[config.mk]
export PLATFORM = sky130hd
export DESIGN_NAME = srtw_refresh_timer
export DESIGN_NICKNAME = d
export VERILOG_FILES = /design/src/hw/srtw_pkg.sv /design/src/hw/srtw_prescaler.sv /design/src/hw/srtw_refresh_timer.sv
export SDC_FILE = /design/constraint.sdc
export NUM_CORES = 1
export LEC_CHECK = 0
export ABC_AREA = 0
export BUFFER_PORTS_ARGS = -buffer_cell sky130_fd_sc_hd__buf_2
export CAP_MARGIN = 0
export CORE_MARGIN = 2
export CORE_UTILIZATION = 40
export CTS_BUF_LIST = sky130_fd_sc_hd__clkbuf_16
export CTS_CLUSTER_DIAMETER = 100
export DETAILED_ROUTE_END_ITERATION = 8
export GPL_ROUTABILITY_DRIVEN = 0
export PLACE_DENSITY_LB_ADDON = 0.25
export SLEW_MARGIN = 20
export SYNTH_ARGS = -nofsm -noshare
export SYNTH_HDL_FRONTEND = slang
export SYNTH_HIERARCHICAL = 1
export SYNTH_SLANG_ARGS = --single-unit
[constraint.sdc]
create_clock -name clock -period 6.7 [get_ports clock]
set_input_delay 0.67 -clock clock [delete_from_list [all_inputs] [get_ports clock]]
set_output_delay 0.67 -clock clock [all_outputs]
set_load 0.02 [all_outputs]
[src/hw/srtw_pkg.sv]
// srtw_pkg: constants for the sdram refresh timer and reset wait block
// assumes: AXI4-Lite with 32-bit data, one aligned word per register
package srtw_pkg;
  // --------------------------------------------------------------------
  // register map (byte addresses)
  // --------------------------------------------------------------------
  localparam logic [7:0] ADDR_CSR = 8'h00;
  localparam logic [7:0] ADDR_CNT = 8'h04;
  localparam logic [7:0] ADDR_COR = 8'h08;
  localparam logic [7:0] ADDR_SDRAM_CONTROL_REGISTER = 8'h0C;
  localparam int ADDR_W = 8;
  // --------------------------------------------------------------------
  // fields
  // --------------------------------------------------------------------
  localparam logic [15:0] WRITE_KEY = 16'hA55A;
  localparam int KEY_LSB = 16;
  localparam int CMF_BIT = 7;
  localparam int COMPARE_INTERRUPT_ENABLE_BIT = 6;
  localparam int CKS_LSB = 3;
  localparam int RRC_LSB = 0;
  localparam int REFRESH_ENABLE_BIT = 0;
  localparam logic [3:0] FULL_STROBE = 4'hF;
  localparam logic [1:0] RESP_OKAY = 2'h0;
  localparam logic [1:0] RESP_SLVERR = 2'h2;
  // --------------------------------------------------------------------
  // prescaler and wait counter
  // --------------------------------------------------------------------
  localparam int PRESC_W = 12;
  localparam logic [6:0] WAIT_TERMINAL = 7'h7F;
  typedef logic [2:0] srtw_sel_t;
  typedef enum logic [1:0] {SRTW_IDLE, SRTW_WRESP, SRTW_RRESP}
    srtw_bus_e;
endpackage

[src/hw/srtw_prescaler.sv]
// srtw_prescaler: free running bus clock divider with selectable tap
// assumes: one clock domain, tick is a one-cycle pulse
`timescale 1ns/1ps
module srtw_prescaler #(
  parameter int WIDTH = srtw_pkg::PRESC_W
) (
  input wire logic clock, // bus clock
  input wire logic arst_n, // async reset, active low
  input wire srtw_pkg::srtw_sel_t sel, // prescale select
  output logic tick // one-cycle count enable
);
  import srtw_pkg::*;
  initial begin
    if (WIDTH < 12) $error("prescaler too narrow for divide by 4096");
  end
  typedef struct packed {
    logic [WIDTH-1:0] div;
  } srtw_presc_s;
  srtw_presc_s st, next_st;
  logic [WIDTH-1:0] mask;
  always_comb begin
    next_st = st;
    next_st.div = st.div + 1'b1;
    unique case (sel)
      3'h1: mask = WIDTH'(12'h003);
      3'h2: mask = WIDTH'(12'h00F);
      3'h3: mask = WIDTH'(12'h03F);
      3'h4: mask = WIDTH'(12'h0FF);
      3'h5: mask = WIDTH'(12'h3FF);
      3'h6: mask = WIDTH'(12'h7FF);
      3'h7: mask = WIDTH'(12'hFFF);
      default: mask = '0;
    endcase
  end
  // stop setting never ticks
  assign tick = (sel != 3'h0) && ((st.div & mask) == mask);
  always_ff @(posedge clock or negedge arst_n) begin
    if (!arst_n) begin
      st <= '0;
    end else begin
      st <= next_st;
    end
  end
endmodule

[src/hw/srtw_refresh_timer.sv]
// srtw_refresh_timer: sdram refresh interval timer and post reset wait
// assumes: AXI4-Lite master on the bus clock, sequencer acks refreshes
//
// Behaviour
// - 8-bit counter advances on bus clock divided 4 to 4096 per select.
// - select 000 halts counter, 001 divides bus clock by 4.
// - repeat field 000..100 gives 1,2,4,6,8 refresh cycles per request.
// - only full 32-bit writes reach the three protected registers.
// - protected register write takes effect only when upper 16 data bits equal the key.
// - protected registers read zero in their upper 16 bits.
// - counter clears to zero on compare match.
// - without match counter wraps from 255 to zero.
// - compare match sets the compare match flag.
// - with refresh enabled every match raises a refresh request.
// - pending refresh request holds until the sequencer performs it.
// - a match during a pending request never queues a second one.
// - with interrupt enabled match raises irq until flag cleared.
// - clearing the flag drops only the irq, not refresh request.
// - flag clears only on writing 0 after reading it as 1.
// - compare constant bits above 7 read zero.
// - 7-bit wait counter starts counting after reset release.
// - wait counter stops for good at 127.
// - external bus access stalls while wait counter counts.
// - wait counter has no software access.
`timescale 1ns/1ps
module srtw_refresh_timer
  import srtw_pkg::*;
#(
  parameter int CNT_W = 8,
  parameter int WAIT_W = 7
) (
  input wire logic clock, // bus clock, 20 MHz
  input wire logic arst_n, // power-on reset, active low
  input wire logic [srtw_pkg::ADDR_W-1:0] s_axi_awaddr, // write address
  input wire logic s_axi_awvalid, // write address valid
  output logic s_axi_awready, // write address ready
  input wire logic [31:0] s_axi_wdata, // write data
  input wire logic [3:0] s_axi_wstrb, // write strobes
  input wire logic s_axi_wvalid, // write data valid
  output logic s_axi_wready, // write data ready
  output logic [1:0] s_axi_bresp, // write response
  output logic s_axi_bvalid, // write response valid
  input wire logic s_axi_bready, // write response ready
  input wire logic [srtw_pkg::ADDR_W-1:0] s_axi_araddr, // read address
  input wire logic s_axi_arvalid, // read address valid
  output logic s_axi_arready, // read address ready
  output logic [31:0] s_axi_rdata, // read data
  output logic [1:0] s_axi_rresp, // read response
  output logic s_axi_rvalid, // read data valid
  input wire logic s_axi_rready, // read data ready
  output logic refreshReq, // refresh request to sequencer
  output logic [3:0] refreshCycles, // consecutive refresh cycles
  input wire logic refreshAck, // sequencer finished the refresh
  output logic compareIrq, // compare match interrupt, level
  output logic extBusStall // external bus access must wait
);
  initial begin
    if (CNT_W != 8) $error("refresh counter must be 8 bits");
    if (WAIT_W != 7) $error("wait counter must be 7 bits");
  end

  // --------------------------------------------------------------------
  // state
  // --------------------------------------------------------------------
  typedef struct packed {
    srtw_bus_e bus;
    logic awTaken;
    logic wTaken;
    logic [ADDR_W-1:0] awAddr;
    logic [31:0] wData;
    logic [3:0] wStrb;
    logic [1:0] bResp;
    logic [31:0] rData;
    logic [1:0] rResp;
    logic compareMatchFlag;
    logic flagSeenSet;
    logic compareInterruptEnable;
    srtw_sel_t prescaleSelect;
    logic [2:0] refreshRepeat;
    logic refreshEnable;
    logic [CNT_W-1:0] refreshIntervalCounter;
    logic [CNT_W-1:0] refreshCompareConstant;
    logic reqPending;
    logic [3:0] reqCycles;
    logic [WAIT_W-1:0] postResetWaitCounter;
  } srtw_state_s;

  srtw_state_s st, next_st;
  logic tick;
  logic match;
  logic wrFire;
  logic keyOk;
  logic fullWord;
  logic [3:0] cyclesSel;

  srtw_prescaler #(.WIDTH(PRESC_W)) u_presc (
    .clock(clock),
    .arst_n(arst_n),
    .sel(st.prescaleSelect),
    .tick(tick)
  );

  // --------------------------------------------------------------------
  // combinational next state
  // --------------------------------------------------------------------
  assign match = st.refreshIntervalCounter == st.refreshCompareConstant;
  assign fullWord = st.wStrb == FULL_STROBE;
  assign keyOk = st.wData[31:KEY_LSB] == WRITE_KEY;
  assign wrFire = st.bus == SRTW_IDLE && st.awTaken && st.wTaken;

  always_comb begin
    unique case (st.refreshRepeat)
      3'h0: cyclesSel = 4'h1;
      3'h1: cyclesSel = 4'h2;
      3'h2: cyclesSel = 4'h4;
      3'h3: cyclesSel = 4'h6;
      3'h4: cyclesSel = 4'h8;
      // prohibited codes: treat as the largest legal count
      default: cyclesSel = 4'h8;
    endcase
  end

  always_comb begin
    next_st = st;
    // bus channel capture
    if (s_axi_awvalid && s_axi_awready) begin
      next_st.awTaken = 1'b1;
      next_st.awAddr = s_axi_awaddr;
    end
    if (s_axi_wvalid && s_axi_wready) begin
      next_st.wTaken = 1'b1;
      next_st.wData = s_axi_wdata;
      next_st.wStrb = s_axi_wstrb;
    end
    // refresh counter, only on a prescaler tick
    if (tick) begin
      if (match) begin
        next_st.refreshIntervalCounter = '0;
      end else begin
        // natural 8-bit wrap after 255
        next_st.refreshIntervalCounter =
          st.refreshIntervalCounter + 1'b1;
      end
    end
    // sequencer ack clears pending request
    if (refreshAck && st.reqPending) begin
      next_st.reqPending = 1'b0;
    end
    // post-reset wait counter, no software path reaches it
    if (st.postResetWaitCounter != WAIT_TERMINAL) begin
      next_st.postResetWaitCounter =
        st.postResetWaitCounter + 1'b1;
    end
    // register writes
    if (wrFire) begin
      next_st.awTaken = 1'b0;
      next_st.wTaken = 1'b0;
      next_st.bus = SRTW_WRESP;
      next_st.bResp = RESP_OKAY;
      unique case (st.awAddr)
        ADDR_CSR: begin
          if (fullWord && keyOk) begin
            next_st.compareInterruptEnable = st.wData[COMPARE_INTERRUPT_ENABLE_BIT];
            next_st.prescaleSelect = st.wData[CKS_LSB +: 3];
            next_st.refreshRepeat = st.wData[RRC_LSB +: 3];
            if (!st.wData[CMF_BIT] && st.flagSeenSet) begin
              next_st.compareMatchFlag = 1'b0;
              next_st.flagSeenSet = 1'b0;
            end
          end
        end
        ADDR_CNT: begin
          if (fullWord && keyOk) begin
            next_st.refreshIntervalCounter = st.wData[CNT_W-1:0];
          end
        end
        ADDR_COR: begin
          if (fullWord && keyOk) begin
            next_st.refreshCompareConstant = st.wData[CNT_W-1:0];
          end
        end
        ADDR_SDRAM_CONTROL_REGISTER: begin
          if (st.wStrb[0]) begin
            next_st.refreshEnable = st.wData[REFRESH_ENABLE_BIT];
          end
        end
        default: next_st.bResp = RESP_SLVERR;
      endcase
    end
    // compare match: hardware set wins over a software clear
    if (tick && match) begin
      next_st.compareMatchFlag = 1'b1;
      if (st.refreshEnable) begin
        // one pending request at most; older one is replaced
        next_st.reqPending = 1'b1;
        next_st.reqCycles = cyclesSel;
      end
    end
    if (st.bus == SRTW_WRESP && s_axi_bready) begin
      next_st.bus = SRTW_IDLE;
    end
    // reads
    if (st.bus == SRTW_IDLE && !wrFire && s_axi_arvalid) begin
      next_st.bus = SRTW_RRESP;
      next_st.rData = '0;
      next_st.rResp = RESP_OKAY;
      unique case (s_axi_araddr)
        ADDR_CSR: begin
          next_st.rData[CMF_BIT] = st.compareMatchFlag;
          next_st.rData[COMPARE_INTERRUPT_ENABLE_BIT] = st.compareInterruptEnable;
          next_st.rData[CKS_LSB +: 3] = st.prescaleSelect;
          next_st.rData[RRC_LSB +: 3] = st.refreshRepeat;
          if (st.compareMatchFlag) begin
            next_st.flagSeenSet = 1'b1;
          end
        end
        ADDR_CNT: next_st.rData[CNT_W-1:0] = st.refreshIntervalCounter;
        ADDR_COR: next_st.rData[CNT_W-1:0] = st.refreshCompareConstant;
        ADDR_SDRAM_CONTROL_REGISTER: next_st.rData[REFRESH_ENABLE_BIT] = st.refreshEnable;
        default: begin
          next_st.rData = '0;
          next_st.rResp = RESP_SLVERR;
        end
      endcase
    end
    if (st.bus == SRTW_RRESP && s_axi_rready) begin
      next_st.bus = SRTW_IDLE;
    end
  end

  always_ff @(posedge clock or negedge arst_n) begin
    if (!arst_n) begin
      st <= '0;
    end else begin
      st <= next_st;
    end
  end

  // --------------------------------------------------------------------
  // outputs
  // --------------------------------------------------------------------
  assign s_axi_awready = st.bus == SRTW_IDLE && !st.awTaken;
  assign s_axi_wready = st.bus == SRTW_IDLE && !st.wTaken;
  assign s_axi_bvalid = st.bus == SRTW_WRESP;
  assign s_axi_bresp = st.bResp;
  // reads wait while a response is outstanding and in the cycle a complete write pair fires
  assign s_axi_arready = st.bus == SRTW_IDLE && !wrFire;
  assign s_axi_rvalid = st.bus == SRTW_RRESP;
  assign s_axi_rdata = st.rData;
  // read response code tracks address decode
  assign s_axi_rresp = st.rResp;
  assign refreshReq = st.reqPending;
  assign refreshCycles = st.reqCycles;
  assign compareIrq = st.compareMatchFlag &&
    st.compareInterruptEnable;
  assign extBusStall = st.postResetWaitCounter != WAIT_TERMINAL;

  // --------------------------------------------------------------------
  // checks
  // --------------------------------------------------------------------
  match_clears_a: assert property (@(posedge clock) disable iff (!arst_n)
    tick && match |=> st.refreshIntervalCounter == '0)
    else $error("counter not cleared on match");
  wrap_zero_a: assert property (@(posedge clock) disable iff (!arst_n)
    tick && !match && st.refreshIntervalCounter == 8'hFF && !wrFire
    |=> st.refreshIntervalCounter == '0)
    else $error("counter did not wrap");
  flag_set_a: assert property (@(posedge clock) disable iff (!arst_n)
    tick && match |=> st.compareMatchFlag)
    else $error("match flag not set");
  req_raise_a: assert property (@(posedge clock) disable iff (!arst_n)
    tick && match && st.refreshEnable |=> refreshReq &&
    refreshCycles == $past(cyclesSel))
    else $error("refresh request missing");
  req_hold_a: assert property (@(posedge clock) disable iff (!arst_n)
    refreshReq && !refreshAck |=> refreshReq)
    else $error("refresh request dropped early");
  irq_follow_a: assert property (@(posedge clock) disable iff (!arst_n)
    $fell(st.compareMatchFlag) |-> !compareIrq &&
    refreshReq == $past(refreshReq) || $past(refreshAck))
    else $error("flag clear disturbed request");
  irq_level_a: assert property (@(posedge clock) disable iff (!arst_n)
    compareIrq |-> st.compareMatchFlag)
    else $error("irq without flag");
  bad_key_a: assert property (@(posedge clock) disable iff (!arst_n)
    wrFire && st.awAddr == ADDR_COR && !keyOk
    |=> $stable(st.refreshCompareConstant))
    else $error("keyless write changed constant");
  stall_end_a: assert property (@(posedge clock) disable iff (!arst_n)
    !extBusStall |=> !extBusStall)
    else $error("wait counter restarted");
  halt_stop_a: assert property (@(posedge clock) disable iff (!arst_n)
    st.prescaleSelect == 3'h0 && !wrFire |=> $stable(
    st.refreshIntervalCounter))
    else $error("counter moved while halted");
  hi_zero_a: assert property (@(posedge clock) disable iff (!arst_n)
    s_axi_rvalid |-> s_axi_rdata[31:16] == 16'h0000)
    else $error("upper read bits not zero");
endmodule

==> results of run 1 <==
==> state kept, by name, summed over array words and instances, names as in the netlist <==
| signal | cells |
|---|---|
| st | 73 |
| u_presc/st | 12 |
| s_axi_rdata | 8 |
| refreshCycles | 4 |
| refreshReq | 1 |
| s_axi_bresp | 1 |
| s_axi_rresp | 1 |
==> logic make-up after synthesis <==
kind of cell | Yosys count | synth area share, %
buf+inv | 56 | 7.66
fa+ha+maj | 3 | 0.779
simple gates | 95 | 11.3
xor+xnor | 26 | 4.72
mux | 69 | 17.3
flops | 100 | 51.9
other cells | 1 | 0.0778
compound gates | 42 | 6.26
==> area by class of cell <==
cell class                 count  area (sq um)
clock buffer                   9           225
clock inverter                 7          43.8
fill                        1118          6490
inverter                       8          30.0
multi-input combinational    261          2040
sequential                   100          2500
tap                          147           184
timing repair buffer          76           390
==> worst min-delay path by stage <==
| stage | end | slack, ps |
|---|---|---|
| 6_report | st[0] | 320 |
| 5_1_grt | st[3] | 360 |
| 4_1_cts | st[3] | 340 |
| 3_5_place_dp | st[6] | 450 |
| 3_3_place_gp | st[6] | 450 |
| 2_1_floorplan | refreshCycles[0] | 370 |
==> metrics by stage <==
| stage | power, uW | instance area (sq um) | hold slack (ps) |
|---|---|---|---|
| 6_report | 1120 | 5420 | 316 |
| 5_1_grt | 1170 | 5420 | 355 |
| 4_1_cts | 1140 | 5420 | 338 |
| 3_5_place_dp | 660 | 5150 | 454 |
| 3_3_place_gp | 660 | 5150 | 452 |
| 2_1_floorplan | 643 | 4910 | 374 |
==> power groups by stage <==
stage	Clock [uW]	Combinational (uW)	Sequential (uW)
after detailed placement	0	45.1	615
after floorplan	0	28.2	615
final	471	43.7	603
after CTS	489	45.2	603
after global placement	0	44.6	615
after global routing	519	49.7	603
==> metal layers <==
metal | track usage [%] | wire length [microns] | vias to the layer above
li1 | - | - | 1448
met1 | 21.1 | 4440 | 1459
met2 | 22.7 | 3990 | 86
met3 | 3.03 | 467 | 10
met4 | 5.69 | 114 | 0
met5 | 0 | 0 | -
==> placed cells by master (no fill, tap or decap), drive strengths merged, types with 2 or more instances in the layout <==
cell	n
conb	26
nand3	8
o21a	2
dfrtp	100
ha	3
clkinv	4
xor2	10
a211oi	2
nor3	8
o21ai	12
inv	8
mux2	60
buf	76
and3	5
nor4	3
or4	3
nor2b	5
a21oi	5
nor2	21
o2bb2ai	7
xnor2	16
nand2	22
and2	3
nor4bb	2
clkbuf	9
mux2i	8
clkinvlp	3
nand4	8
a22o	8
==> summary.txt, run 1 <==
P_int - 865 uW
chip width - 114 microns
first-pass GRT wire length - 15300 microns
Via-to-Cell Ratio - 4.94
post-DP HPWL - 6450 microns
setup ws final - 3890 ps
leading area contributor after synthesis - dfrtp_1
drt drc - 0
final net count - 519
clk_skew - 9.06 ps
worst path arrival time - 3030 ps
syn_area_per_cell - 12.3 sq um
Synth-to-Final Area Change - 12.4%
H-Tree Depth - 3
fin crit period - 2810 ps
vias - 3003
DRT Wirelength - 9010 microns
Clock Tree Root - clkbuf_16
switch share - 22.7%
outcome - finished, final reports clean
die extent in y - 114 microns
Mapped Area - 4820 sq um
Fin. Hold Viols - 0
Hold Buf Count CTS - 0
Top FF cell, synth - dfrtp_1
share of cells above drive strength 1 - 34.1%
synth unique cells - 50
Longest Clk Path Bufs - 2
Ports - 108
ant diodes - 0
dpl ws - 3940 ps
CP max stage delay - 570 ps
cell area power density - 206 nW/um^2
Slowest-stage cell, CP - nor3_1
Sum Neg Setup Slack - 0 ps
CP delay by family, top - simple AND/OR/NAND/NOR gates
CP most frequent cell - nand2_1
Final ANT Viol Nets - 0
vias in the first global route - 3022
CP endpoint kind - flop
Synth top area share - 51.9%
DIE AREA - 12900 sq um
cell with the most instances after synthesis - dfrtp_1
clk slew on worst S/H paths - 70 ps
clk_lat worst skew - 340 ps
CTS buffer count - 9
R2R Setup Slk - 3890 ps
async set-reset flop share out of synthesis - 100%
Max Cap Violations - 0
Worst Path Max Fanout - 6
RSZ-0062 raised after global routing - false
Register-to-Register Path Depth - 7
#FFs+latches synth - 100
Tot GR Track Use - 14.9%
highest clock rate - 0.356 GHz
WL/cell - 14.8 microns
Comb power frac - 3.9%
post-CTS resize count - 0
net switching power - 253 uW
Max transition margin - 41.8%
Crit Reg-Reg Endpoint - refreshCycles[1]
Levels on crit path - 7
Flop pwr share - 54.0%
# rows - 40
Critical Path RT - 6920 ps
CP bufs+invs - 1
Setup crit start kind - flop
initial DRC count - 97
final std cells w/o fill - 608
measured slew at the worst slew-check pin - 869 ps
final setup fails - 0
Post-synth top cells - dfrtp_1 (100), mux2_2 (43), buf_4 (40)
Crit Path Category - reg -> reg
critical path endpoint - refreshCycles[1]
Syn Inst Count - 392
number of synthesized flops with an enable pin - 0
gr ovfl total - 0
# port buffers - 73
cell chain of the critical path - nand2_1 > a221o_1 > a211oi_2 > inv_1 > nor3_1 > nand2_1 > mux2_2
number of synthesis warnings - 6
Setup Fix Bufs, Post-CTS - 0
CP startpoint - u_presc/st[4]
top cells by area, synth - dfrtp_1 (52%), mux2_2 (10%), buf_4 (6.2%)
CTS sink cnt - 100
max-slew violations - 0
Hold Crit Class - in -> async
placed instance count - 592
Worst R2R Start - u_presc/st[4]
VDD IR max - 0.102 mV
initial antenna violation count - 0
CTS tree - built
period utilization - 41.9%
starting density of the core - 40.5%
sequential-to-total area share from yosys stat - 51.9%
1st-pass router iterations - 4
Core Area - 11900 sq um
clock power share - 42.1%
Final Core Density - 45.5%
Lkg Pwr - 0.00271 uW
pin count of the biggest net entering global routing - 57
(Power assumes the default switching activity.)
==> inputs of run 2 (changes only) <==
Clock period 6.7 ns to 2.8 ns, I/O delays scaled along.
==> run 2 against run 1 <==
Against the previous run:
- die area is the same
- via count grew 1.3%
- critical path depth shrank 2
- critical path type unchanged
- critical endpoint is now st[29]
- register-to-register slack lost 3500 ps
- clock skew shrank 2.1 ps
- clock-buffer cell count is the same
- first-iteration DRC count grew 33%
- global-route usage grew 0.31 points
- final cell count grew 0.99%
- utilization grew 0.50 points
- sequential share of layout area shrank 0.51 points
==> summary.txt, run 2 (same netlist as run 1, synthesis figures left out) <==
outcome - finished, final reports clean (unchanged)
H-Tree Depth - 3 (unchanged)
measured slew at the worst slew-check pin - 626 ps (was 869 ps)
clk_skew - 6.93 ps (was 9.06 ps)
final setup fails - 0 (unchanged)
WL/cell - 14.9 microns (was 14.8 microns)
Synth-to-Final Area Change - 13.7% (was 12.4%)
# port buffers - 73 (unchanged)
highest clock rate - 0.409 GHz (was 0.356 GHz)
Critical Path RT - 3030 ps (was 6920 ps)
most frequent cells in the layout - dfrtp_1 (100), buf_2 (72), mux2_2 (43), conb_1 (26) (unchanged)
chip width - 114 microns (unchanged)
Hold Crit Class - in -> reg (was in -> async)
die extent in y - 114 microns (unchanged)
cell area power density - 490 nW/um^2 (was 206 nW/um^2)
CTS sink cnt - 100 (unchanged)
Worst Path Max Fanout - 8 (was 6)
Sum Neg Setup Slack - 0 ps (unchanged)
post-DP HPWL - 6620 microns (was 6450 microns)
fin crit period - 2450 ps (was 2810 ps)
ant diodes - 0 (unchanged)
1st-pass router iterations - 4 (unchanged)
Hold Crit Start - refreshAck
drt drc - 0 (unchanged)
Fin. Hold Viols - 0 (unchanged)
clk slew on worst S/H paths - 70 ps (about the same)
CP endpoint kind - flop (unchanged)
Crit Path Category - reg -> reg (unchanged)
initial antenna violation count - 0 (unchanged)
share of cells above drive strength 1 - 34.9% (was 34.1%)
Ports - 108 (unchanged)
initial DRC count - 129 (was 97)
Largest Register - st (unchanged)
Core Area - 11900 sq um (unchanged)
Worst R2R Start - st[120] (was u_presc/st[4])
DRT Wirelength - 9180 microns (was 9010 microns)
commonest non-fill, non-tap cell in the layout - dfrtp_1 (unchanged)
CTS tree - built (unchanged)
period utilization - 87.4% (was 41.9%)
Longest Clk Path Bufs - 2 (unchanged)
final hold slack - 109 ps (was 316 ps)
DIE AREA - 12900 sq um (unchanged)
clk_lat worst skew - 340 ps (about the same)
CTS buffer count - 9 (unchanged)
Max Cap Violations - 0 (unchanged)
pin count of the biggest net entering global routing - 56 (was 57)
Max transition margin - 57.9% (was 41.8%)
RSZ-0062 raised after global routing - false (unchanged)
starting density of the core - 40.5% (unchanged)
first-pass GRT wire length - 15400 microns (was 15300 microns)
Final ANT Viol Nets - 0 (unchanged)
Setup Fix Bufs, Post-CTS - 0 (unchanged)
VDD IR max - 0.351 mV (was 0.102 mV)
vias - 3041 (was 3003)
Clock Tree Root - clkbuf_16 (unchanged)
gr ovfl total - 0 (unchanged)
CP startpoint - st[120] (was u_presc/st[4])
Via-to-Cell Ratio - 4.95 (was 4.94)
# fillers - 1135 (was 1118)
# rows - 40 (unchanged)
worst path arrival time - 2670 ps (was 3030 ps)
vias in the first global route - 3096 (was 3022)
max-slew violations - 0 (unchanged)
Tot GR Track Use - 15.2% (was 14.9%)
final net count - 525 (was 519)
Lkg Pwr - 0.00275 uW (was 0.00271 uW)
Setup crit start kind - flop (unchanged)
Largest register FFs - 73 (unchanged)
run 2: timing repair:
item / 4_1_cts / 5_1_grt
hold endpoints to repair: 45 / 0
hold buffers: 1 / 0
gates resized for setup: 0 / 0
run 2: metrics by stage:
stage | cells | power [uW] | worst slack, ps | utilization [%] | cell area (sq um)
floorplan | 417 | 1540 | 446 | - | 4910
global placement | 597 | 1580 | 387 | 43.7 | 5200
detailed placement | 597 | 1580 | 341 | 43.7 | 5200
CTS | 614 | 2730 | 331 | 46.0 | 5480
global route | 614 | 2810 | 266 | 46.0 | 5480
finish | 614 | 2690 | 354 | 46.0 | 5480
run 2: path summary, 6_finish.rpt:
check | cells past startpoint | slack, ps | endpoint
min in group asynchronous | 2 | 480 | st[115]
hold reg to reg | 1 | 470 | st[5]
setup / recovery | 5 | 350 | st[29]
max in group asynchronous | 3 | 1610 | refreshCycles[1]
hold / removal | 2 | 110 | refreshReq
setup reg to reg | 5 | 350 | st[29]
run 2: layout make-up:
type                       instances  area (sq um)  area share [%]
sequential                       100          2500            45.7
multi-input combinational        261          2040            37.3
timing repair buffer              82           450            8.22
clock buffer                       9           225            4.11
tap                              147           184            3.36
clock inverter                     7          43.8           0.799
inverter                           8          30.0           0.548
run 2: critical path, stage by stage, from the launching register on:
cell	delay [ps]
dfrtp_1	450
and4bb_2	400
and4_4	260
nand2_4	80
or4_1	750
mux2_4	390
run 2: per-layer routing:
| layer | global-route usage [%] | wire, microns | part of all wire (%) | vias up |
|---|---|---|---|---|
| met2 | 23.8 | 4130 | 45 | 85 |
| met3 | 3.24 | 513 | 5.6 | 11 |
| li1 | - | - | - | 1464 |
| met5 | 0 | 0 | 0 | - |
| met4 | 5.61 | 134 | 1.5 | 0 |
| met1 | 21.0 | 4400 | 48 | 1481 |
run 2: where the power goes:
group          internal (uW)      switching [uW]
sequential              1440  0.0000000000000278
combinational           32.4                77.4
clock                    598                 536
total                   2070                 613
